`config.mk`:
```
export PLATFORM = sky130hd
export DESIGN_NAME = ech_device_flat
export DESIGN_NICKNAME = d
export VERILOG_FILES = /design/src/ech_pkg.sv /design/src/ech_link_if.sv /design/src/ech_device.sv /design/src/flat_wrapper.sv
export VERILOG_INCLUDE_DIRS = /design/src
export SDC_FILE = /design/constraint.sdc
export NUM_CORES = 1
export LEC_CHECK = 0
export BUFFER_PORTS_ARGS = -buffer_cell sky130_fd_sc_hd__buf_4
export CORE_MARGIN = 3
export CORE_UTILIZATION = 55
export DETAILED_ROUTE_END_ITERATION = 8
export GPL_ROUTABILITY_DRIVEN = 1
export PLACE_DENSITY = 0.88
export SLEW_MARGIN = 20
export SYNTH_ARGS = -nofsm -noshare
export SYNTH_HDL_FRONTEND = slang
export SYNTH_SLANG_ARGS = --single-unit
```
`constraint.sdc`:
```
create_clock -name mclk -period 4.5 [get_ports mclk]
set_input_delay 0 -clock mclk [delete_from_list [all_inputs] [get_ports mclk]]
set_output_delay 0 -clock mclk [all_outputs]
set_load 0.005 [all_outputs]
```
`src/ech_params.svh`:
```
// Constants for the execution command handler (both ends).
// Assumes a 10 MHz mclk; included by bare name from the modules only, not the package.
`ifndef ECH_PARAMS_SVH
`define ECH_PARAMS_SVH
`define ECH_CLK_HZ 10000000
`define ECH_SOFT_RESET_DELAY_MS 2000
`define ECH_SOFT_RESET_CYCLES ((`ECH_SOFT_RESET_DELAY_MS) * (`ECH_CLK_HZ / 1000))
`define ECH_CMD_TIMEOUT_UNIT_MS 100
`define ECH_CMD_TIMEOUT_DEFAULT 16'h0064
`define ECH_API_APPLY_FRAME 8'h08
`define ECH_TERMINATOR 8'h0D
`define ECH_RATE_RESET 4'h3
`define ECH_DEFAULT_SSID_LEN 8'h00
`define ECH_SSID_LEN_RESET 8'h08
`define ECH_STRAP_SETTLE 2'h2
`endif

```
`src/ech_pkg.sv`:
```
// Types shared by both ends of the execution command handler.
// Assumes ech_params.svh for numeric constants.
package ech_pkg;
  // Command codes carried from host to device
  typedef enum logic [3:0] {
    ECH_OP_NONE = 4'h0,
    ECH_OP_APPLY = 4'h1,
    ECH_OP_PERSIST = 4'h2,
    ECH_OP_RESTORE = 4'h3,
    ECH_OP_SOFT_RESET = 4'h4,
    ECH_OP_NET_RESET = 4'h5,
    ECH_OP_NET_RESET_ALIAS = 4'h6,
    ECH_OP_EXIT_CMD = 4'h7,
    ECH_OP_SET_RATE = 4'h8,
    ECH_OP_SCAN = 4'h9
  } ech_op_type;
  // Device responses
  typedef enum logic [1:0] {
    ECH_RSP_NONE = 2'h0,
    ECH_RSP_OK = 2'h1,
    ECH_RSP_ERROR = 2'h2
  } ech_rsp_type;
endpackage

```
`src/ech_link_if.sv`:
```
// Link between host controller and the command handler on the module.
// Assumes a shared mclk; frames are character-per-cycle strobes.
interface ech_link_if (
  input wire logic mclk
);
  import ech_pkg::*;
  logic char_valid; // Host strobes one character
  logic [7:0] char_data; // Command character
  logic [3:0] char_arg; // Argument nibble (rate value)
  logic api_valid; // Host strobes an API frame type
  logic [7:0] api_type; // API frame type
  logic on_uart; // Host uses the asynchronous serial port
  logic fw_valid; // Firmware image byte strobe
  logic [7:0] fw_data; // Firmware image byte
  logic rsp_valid; // Device answer strobe
  ech_rsp_type rsp; // Device answer code
  logic din_pin; // Strap: serial data in (driven by host)
  logic dtr_pin; // Strap: DTR
  logic rts_pin; // Strap: RTS
  modport host (output char_valid, char_data, char_arg, api_valid, api_type, on_uart, fw_valid, fw_data,
    din_pin, dtr_pin, rts_pin, input rsp_valid, rsp);
  modport device (input char_valid, char_data, char_arg, api_valid, api_type, on_uart, fw_valid, fw_data,
    din_pin, dtr_pin, rts_pin, output rsp_valid, rsp);
endinterface

```
`src/ech_device.sv`:
```
// Device end: decodes terminated commands and performs execution actions.
// Assumes strap pins are asynchronous and are synchronised here.
`include "ech_params.svh"
module ech_device #(
  parameter int unsigned RESET_DELAY_CYCLES = `ECH_SOFT_RESET_CYCLES,
  parameter int unsigned TIMEOUT_UNIT_CYCLES = `ECH_CMD_TIMEOUT_UNIT_MS * (`ECH_CLK_HZ / 1000)
) (
  input wire logic mclk,
  input wire logic reset_n,
  ech_link_if.device link,
  input wire logic cmd_mode, // Command mode entered by the outer parser
  output logic cmd_mode_exit, // Pulse when command mode ends
  output logic [3:0] active_rate, // Serial rate in use
  output logic [3:0] pending_rate, // Queued serial rate
  output logic associated, // Associated with an access point
  output logic [7:0] ssid_len, // Stored SSID length, zero means null
  output logic scan_enable, // Active scan permitted
  output logic nv_write, // Pulse: store parameters in nonvolatile memory
  output logic [3:0] nv_rate, // Persisted rate
  output logic soft_reset, // Pulse: software reset
  output logic boot_select, // Bootloader runs instead of application
  output logic fw_strobe, // Accepted firmware byte strobe
  output logic [7:0] fw_byte // Accepted firmware byte
);
  import ech_pkg::*;

  // Refuse counts that the reset delay and timeout unit counters cannot serve
  if (RESET_DELAY_CYCLES < 1 || TIMEOUT_UNIT_CYCLES < 1) begin : gen_bad_counts
    $error("ech_device: counts must be at least one");
  end

  // Strap synchronisers, two flops each
  logic [2:0] strap_meta;
  logic [2:0] strap_sync;
  logic [1:0] strap_age; // Edges since release, saturating at three
  ech_op_type held_op; // Last command seen, waiting for terminator
  logic [3:0] held_arg;
  logic [31:0] reset_count; // Delay before software reset
  logic reset_armed;
  logic [31:0] unit_count; // Inactivity timer, 100 ms units
  logic [15:0] idle_units;
  logic in_cmd;

  // Decode: only a terminator fires the held command
  wire term_seen = link.char_valid && link.char_data == `ECH_TERMINATOR;
  wire op_code_seen = link.char_valid && !term_seen;
  wire fire = term_seen && held_op != ECH_OP_NONE;
  wire do_apply_cmd = fire && held_op == ECH_OP_APPLY;
  wire do_api_apply = link.api_valid && link.api_type == `ECH_API_APPLY_FRAME;
  wire timeout_hit = in_cmd && idle_units >= `ECH_CMD_TIMEOUT_DEFAULT;
  wire do_exit = (fire && held_op == ECH_OP_EXIT_CMD) || timeout_hit;
  wire do_apply = do_apply_cmd || do_api_apply || do_exit;
  wire do_net_reset = fire && (held_op == ECH_OP_NET_RESET || held_op == ECH_OP_NET_RESET_ALIAS);
  wire do_restore = fire && held_op == ECH_OP_RESTORE;
  wire do_persist = fire && held_op == ECH_OP_PERSIST;
  wire do_soft = fire && held_op == ECH_OP_SOFT_RESET;
  wire do_rate = fire && held_op == ECH_OP_SET_RATE;
  wire fw_ok = link.fw_valid && link.on_uart;
  wire [3:0] next_pending_rate = do_restore ? `ECH_RATE_RESET : (do_rate ? held_arg : pending_rate);
  wire strap_boot = !strap_sync[2] && !strap_sync[1] && strap_sync[0];
  // Sync output then holds the pin levels of the last reset edge
  wire strap_capture = strap_age == `ECH_STRAP_SETTLE;

  // Strap synchronisers
  always_ff @(posedge mclk) begin
    if (!reset_n) begin
      strap_meta <= 3'h0;
      strap_sync <= 3'h0;
    end else begin
      strap_meta <= {link.din_pin, link.dtr_pin, link.rts_pin};
      strap_sync <= strap_meta;
    end
  end

  // Straps caught once after release; no firmware involvement at all
  // Waiting two edges lets the levels held at reset cross both flops
  always_ff @(posedge mclk) begin
    if (!reset_n) begin
      strap_age <= 2'h0;
      boot_select <= 1'b0;
    end else if (strap_age != 2'h3) begin
      strap_age <= strap_age + 2'h1;
      if (strap_capture) begin
        boot_select <= strap_boot;
      end
    end
  end

  // Hold the command name until the terminator arrives
  always_ff @(posedge mclk) begin
    if (!reset_n) begin
      held_op <= ECH_OP_NONE;
      held_arg <= 4'h0;
    end else if (term_seen) begin
      held_op <= ECH_OP_NONE;
    end else if (op_code_seen) begin
      held_op <= ech_op_type'(link.char_data[3:0]);
      held_arg <= link.char_arg;
    end
  end

  // Rate: queued first, active only on apply
  always_ff @(posedge mclk) begin
    if (!reset_n) begin
      pending_rate <= `ECH_RATE_RESET;
      active_rate <= `ECH_RATE_RESET;
    end else begin
      pending_rate <= next_pending_rate;
      if (do_apply) begin
        active_rate <= next_pending_rate;
      end
    end
  end

  // Network state; scan opened by network reset
  always_ff @(posedge mclk) begin
    if (!reset_n) begin
      associated <= 1'b1;
      ssid_len <= `ECH_SSID_LEN_RESET;
      scan_enable <= 1'b0;
    end else if (do_net_reset) begin
      associated <= 1'b0;
      ssid_len <= `ECH_DEFAULT_SSID_LEN;
      scan_enable <= 1'b1;
    end else if (do_restore) begin
      ssid_len <= `ECH_DEFAULT_SSID_LEN;
    end
  end

  // Persist current values, acted on at once
  always_ff @(posedge mclk) begin
    if (!reset_n) begin
      nv_write <= 1'b0;
      nv_rate <= `ECH_RATE_RESET;
    end else begin
      nv_write <= do_persist;
      if (do_persist) begin
        nv_rate <= active_rate;
      end
    end
  end

  // Soft reset delay counter; reset fires after the count runs out
  always_ff @(posedge mclk) begin
    if (!reset_n) begin
      reset_armed <= 1'b0;
      reset_count <= 32'h0;
      soft_reset <= 1'b0;
    end else begin
      soft_reset <= 1'b0;
      if (do_soft) begin
        reset_armed <= 1'b1;
        reset_count <= 32'(RESET_DELAY_CYCLES - 1);
      end else if (reset_armed) begin
        if (reset_count == 32'h0) begin
          reset_armed <= 1'b0;
          soft_reset <= 1'b1;
        end else begin
          reset_count <= reset_count - 32'h1;
        end
      end
    end
  end

  // Command mode inactivity timer in 100 ms units
  always_ff @(posedge mclk) begin
    if (!reset_n) begin
      in_cmd <= 1'b0;
      unit_count <= 32'h0;
      idle_units <= 16'h0;
      cmd_mode_exit <= 1'b0;
    end else begin
      cmd_mode_exit <= do_exit && in_cmd;
      if (do_exit) begin
        in_cmd <= 1'b0;
      end else if (cmd_mode) begin
        in_cmd <= 1'b1;
      end
      if (!in_cmd || fire) begin
        unit_count <= 32'h0;
        idle_units <= 16'h0;
      end else if (unit_count == 32'(TIMEOUT_UNIT_CYCLES - 1)) begin
        unit_count <= 32'h0;
        idle_units <= idle_units + 16'h1;
      end else begin
        unit_count <= unit_count + 32'h1;
      end
    end
  end

  // Answer OK one cycle after each accepted command; firmware bytes pass UART only
  always_ff @(posedge mclk) begin
    if (!reset_n) begin
      link.rsp_valid <= 1'b0;
      link.rsp <= ECH_RSP_NONE;
      fw_strobe <= 1'b0;
      fw_byte <= 8'h00;
    end else begin
      link.rsp_valid <= fire;
      link.rsp <= fire ? ECH_RSP_OK : ECH_RSP_NONE;
      fw_strobe <= fw_ok;
      if (fw_ok) begin
        fw_byte <= link.fw_data;
      end
    end
  end
endmodule

```
`src/flat_wrapper.sv`:
```
// flat-port wrapper written by rule: the top's interface ports become plain ports
module ech_device_flat import ech_pkg::*;
#(
  parameter int unsigned RESET_DELAY_CYCLES = `ECH_SOFT_RESET_CYCLES,
  parameter int unsigned TIMEOUT_UNIT_CYCLES = `ECH_CMD_TIMEOUT_UNIT_MS * (`ECH_CLK_HZ / 1000)
)
  (mclk, reset_n, cmd_mode, cmd_mode_exit, active_rate, pending_rate, associated, ssid_len, scan_enable, nv_write, nv_rate, soft_reset, boot_select, fw_strobe, fw_byte, link_char_valid, link_char_data, link_char_arg, link_api_valid, link_api_type, link_on_uart, link_fw_valid, link_fw_data, link_din_pin, link_dtr_pin, link_rts_pin, link_rsp_valid, link_rsp);
  ech_link_if link_i (.mclk(mclk));
  input wire logic mclk;
  input wire logic reset_n;
  input wire logic cmd_mode;
  output logic cmd_mode_exit;
  output logic [3:0] active_rate;
  output logic [3:0] pending_rate;
  output logic associated;
  output logic [7:0] ssid_len;
  output logic scan_enable;
  output logic nv_write;
  output logic [3:0] nv_rate;
  output logic soft_reset;
  output logic boot_select;
  output logic fw_strobe;
  output logic [7:0] fw_byte;
  input wire logic [$bits(link_i.char_valid)-1:0] link_char_valid;
  input wire logic [$bits(link_i.char_data)-1:0] link_char_data;
  input wire logic [$bits(link_i.char_arg)-1:0] link_char_arg;
  input wire logic [$bits(link_i.api_valid)-1:0] link_api_valid;
  input wire logic [$bits(link_i.api_type)-1:0] link_api_type;
  input wire logic [$bits(link_i.on_uart)-1:0] link_on_uart;
  input wire logic [$bits(link_i.fw_valid)-1:0] link_fw_valid;
  input wire logic [$bits(link_i.fw_data)-1:0] link_fw_data;
  input wire logic [$bits(link_i.din_pin)-1:0] link_din_pin;
  input wire logic [$bits(link_i.dtr_pin)-1:0] link_dtr_pin;
  input wire logic [$bits(link_i.rts_pin)-1:0] link_rts_pin;
  output wire logic [$bits(link_i.rsp_valid)-1:0] link_rsp_valid;
  output wire logic [$bits(link_i.rsp)-1:0] link_rsp;
  assign link_i.char_valid = link_char_valid;
  assign link_i.char_data = link_char_data;
  assign link_i.char_arg = link_char_arg;
  assign link_i.api_valid = link_api_valid;
  assign link_i.api_type = link_api_type;
  assign link_i.on_uart = link_on_uart;
  assign link_i.fw_valid = link_fw_valid;
  assign link_i.fw_data = link_fw_data;
  assign link_i.din_pin = link_din_pin;
  assign link_i.dtr_pin = link_dtr_pin;
  assign link_i.rts_pin = link_rts_pin;
  assign link_rsp_valid = link_i.rsp_valid;
  assign link_rsp = link_i.rsp;
  ech_device #(.RESET_DELAY_CYCLES(RESET_DELAY_CYCLES), .TIMEOUT_UNIT_CYCLES(TIMEOUT_UNIT_CYCLES)) u_core (.mclk(mclk), .reset_n(reset_n), .link(link_i), .cmd_mode(cmd_mode), .cmd_mode_exit(cmd_mode_exit), .active_rate(active_rate), .pending_rate(pending_rate), .associated(associated), .ssid_len(ssid_len), .scan_enable(scan_enable), .nv_write(nv_write), .nv_rate(nv_rate), .soft_reset(soft_reset), .boot_select(boot_select), .fw_strobe(fw_strobe), .fw_byte(fw_byte));
endmodule
```
==> impl_metrics.py <==
metrics = {
    "synth": {
        "synth-seq-cells": 127,
        "synth-warning-count": 0,
        "synth_area_sq_um": 5854,
        "syn_inst": 668,
        "synth_top_cell_by_area": "dfxtp_1",
        "avgSynthCellArea_sq_um": 8.764,
        "synth_top_area_share_pct": 43.43,
        "yosys-top-cells-area": "dfxtp_1 43%, nor2_1 5.2%, xor2_1 4.3%",
        "synth_ff_type": "dfxtp_1",
        "synth_cell_types": 59,
        "async_reset_ff_share_pct": 0,
        "synth_edf_count": 0,
        "yosysSeqAreaShare_pct": 43.43,
    },
    "worst_setup_path": {
        "reg2reg_from": "u_core.reset_count[0]",
        "crit_end": "u_core.reset_count[6]",
        "critPathBufInv": 1,
        "crit_family": "simple AND/OR/NAND/NOR gates",
        "path_depth": 7,
        "slowest_stage": "or4b_2",
        "critPathLaunchType": "flip-flop",
        "critPathArrivalTime_ns": 3.28,
        "cp-end-kind": "flip-flop",
        "crit_required_ns": 4.88,
        "cp_max_fo": 8,
        "r2r_setup_slack_ns": 1.60,
        "ff2ff_path_depth": 7,
        "startpoint": "u_core.reset_count[0]",
        "path_class": "reg2reg",
        "path_cells": "inv_1 > ha_1 > or4b_2 > or4_4 > nor4_4 > nor3b_2 > nor4_1",
        "r2r_end": "u_core.reset_count[6]",
        "max_stage_delay_ns": 0.63,
    },
    "clock_tree": {
        "clock_sinks": 127,
        "numCtsBuffers": 17,
        "clk_pin_slew_ns": 0.06,
        "ctsResizeCount": 0,
        "clk_latency_ns": 0.53,
        "cts_tree": "done",
        "clockRootBuffer": "clkbuf_8",
        "postCtsHoldBufs": 45,
        "htreeDepth": 4,
        "post-cts-setup-buffer-count": 0,
        "cts.path.max_buffers": 2,
    },
    "route": {
        "dr.pass1.iters": 7,
        "viasPerCell": 6.126,
        "drtIter0Drc": 400,
        "wl_microns": 16180,
        "vias": 5618,
        "wl_per_cell_microns": 17.65,
        "drc": 0,
        "ant_nets": 0,
    },
    "sta": {
        "drv_slew": 0,
        "setup_viol": 0,
        "setup_ws_ns": 1.604,
        "period_needed_ns": 2.896,
        "relSlewSlack_pct": 35.45,
        "tns_ns": 0,
        "clock_skew_ns": 0.006670,
        "final-hold-violation-count": 0,
        "fmax_mhz": 345.3,
        "rsz0062_at_grt": "no",
        "tightest_slew_ns": 0.9548,
        "period_share_pct": 64.37,
    },
    "final_layout": {
        "drive_gt1_share_pct": 17.16,
        "nets": 813,
        "diodes": 0,
        "syn_to_final_growth_pct": 26.31,
        "layout_commonest_cell": "dfxtp_1",
        "fillers": 640,
        "final_cell_mix": "127 x dfxtp_1, 81 x nor2_1, 70 x buf_4, 45 x dlygate4sd3_1, 43 x nand2_1",
    },
    "global_route": {
        "gr-usage-all-layers_pct": 28.15,
        "antenna_found_initial": 0,
        "grt_max_degree": 38,
        "grt_pass1_wl_microns": 26430,
        "grt_pass1_vias": 5630,
        "grt_overflow_total": 0,
    },
    "die": {
        "ioPinCount": 76,
        "die_area_sq_um": 11920,
        "rows": 37,
        "coreArea_sq_um": 10320,
        "die_y_microns": 109.2,
        "initial_core_util_pct": 56.71,
        "die_w_microns": 109.2,
    },
    "placement": {
        "place_ws_ns": 1.543,
        "port_buffers": 67,
        "place_congestion": 0.8740,
        "dpl.hpwl_microns": 9070,
    },
    "power": {
        "power.density_nw_per_um2": 346.9,
        "leakage_nw": 2.788,
        "p_total_w": 0.002565,
        "irDropWorstVdd_uv": 347.9,
    },
    "hold_path": {
        "hold_start": "link_fw_valid",
        "hp-class": "in2reg",
    },
    "run": {
        "max_cap_viol_count": 0,
    },
    "outcome": {
        "status": "completed",
    },
}
metal layers:
layer  GRT usage (%)  up-vias  share of wire [%]
li1                -     2619                  -
met1           30.51     2630                 38
met2           48.42      286                 50
met3           7.874       83                7.3
met4           17.45        0                4.9
met5               0        -                  0
per-stage QoR:
step / utilization, % / area [sq um] / std cells / hold WS [ns]
5_1_grt: 71.63 / 7395 / 917 / 0.08542
3_5_place_dp: 61.81 / 6381 / 840 / 0.2108
2_1_floorplan: - / 5881 / 675 / 0.1273
3_3_place_gp: 61.76 / 6376 / 840 / 0.2084
6_report: 71.63 / 7395 / 917 / 0.02978
4_1_cts: 71.54 / 7386 / 917 / 0.0004881
state kept, by name, indices dropped and copies added, names as in the netlist, 2 cells and up:
signal / flops
u_core.fw_byte: 8
u_core.nv_rate: 4
u_core.reset_count: 32
u_core.strap_sync: 3
u_core.held_op: 4
u_core.strap_age: 2
u_core.strap_meta: 3
u_core.held_arg: 4
u_core.active_rate: 4
u_core.idle_units: 16
u_core.unit_count: 32
u_core.pending_rate: 4
worst min-delay path: cells and delay by family:
kind                   cells  cell delay [ns]
and+or+nand+nor            2             0.31
AOI/OAI and AO/OA          1             0.06
buffers and inverters      1             0.14
where the power goes:
| group | leakage [nW] | total [W] | switching (W) | internal (W) |
|---|---|---|---|---|
| Sequential | 1.03 | 0.00116 | 0.0000177 | 0.00114 |
| Combinational | 1.50 | 0.000137 | 0.0000640 | 0.0000727 |
| Clock | 0.263 | 0.00127 | 0.000529 | 0.000741 |
cells by family after synthesis:
group           after synthesis  share of synthesized area (%)
compound gates              106                          11.93
xor+xnor                     38                          5.685
fa+ha+maj                     7                          1.496
buf+inv                      59                          4.573
flops                       127                          43.43
mux                          21                          3.697
other cells                   1                        0.06405
simple gates                309                          29.13
final cells by class:
type	instances	area (sq um)	area share, %
multi-input cells	489	3084	41.71
flip-flops and latches	127	2542	34.38
repair buffers	115	975.9	13.20
clock buffers	18	417.9	5.651
well taps	136	170.2	2.301
clock inverters	14	136.4	1.844
inverters	18	67.56	0.9137
cell usage after synthesis, drive strengths merged, types with 3 or more instances:
cell	count
ha	7
xnor2	9
nand4	20
nand2b	5
nor2	81
or4	16
xor2	29
nand3	40
nand2	43
nor4b	9
and2	9
a31oi	8
and4	7
a21oi	41
clkbuf	23
dfxtp	127
o31ai	11
mux2i	16
nor3	11
nand4b	6
a211oi	4
inv	18
nor3b	3
and3	8
o21ai	20
or2	5
o41ai	6
buf	18
mux2	5
nor4	19
or3	22
worst min path at each step:
stage          cells after the start                    to
4_1_cts                            4     u_core.fw_byte[4]
6_report                           4     u_core.fw_byte[4]
2_1_floorplan                      1  u_core.strap_meta[0]
5_1_grt                            4     u_core.fw_byte[2]
3_3_place_gp                       2  u_core.strap_meta[0]
3_5_place_dp                       2  u_core.strap_meta[0]
(Power assumes the default switching activity.)
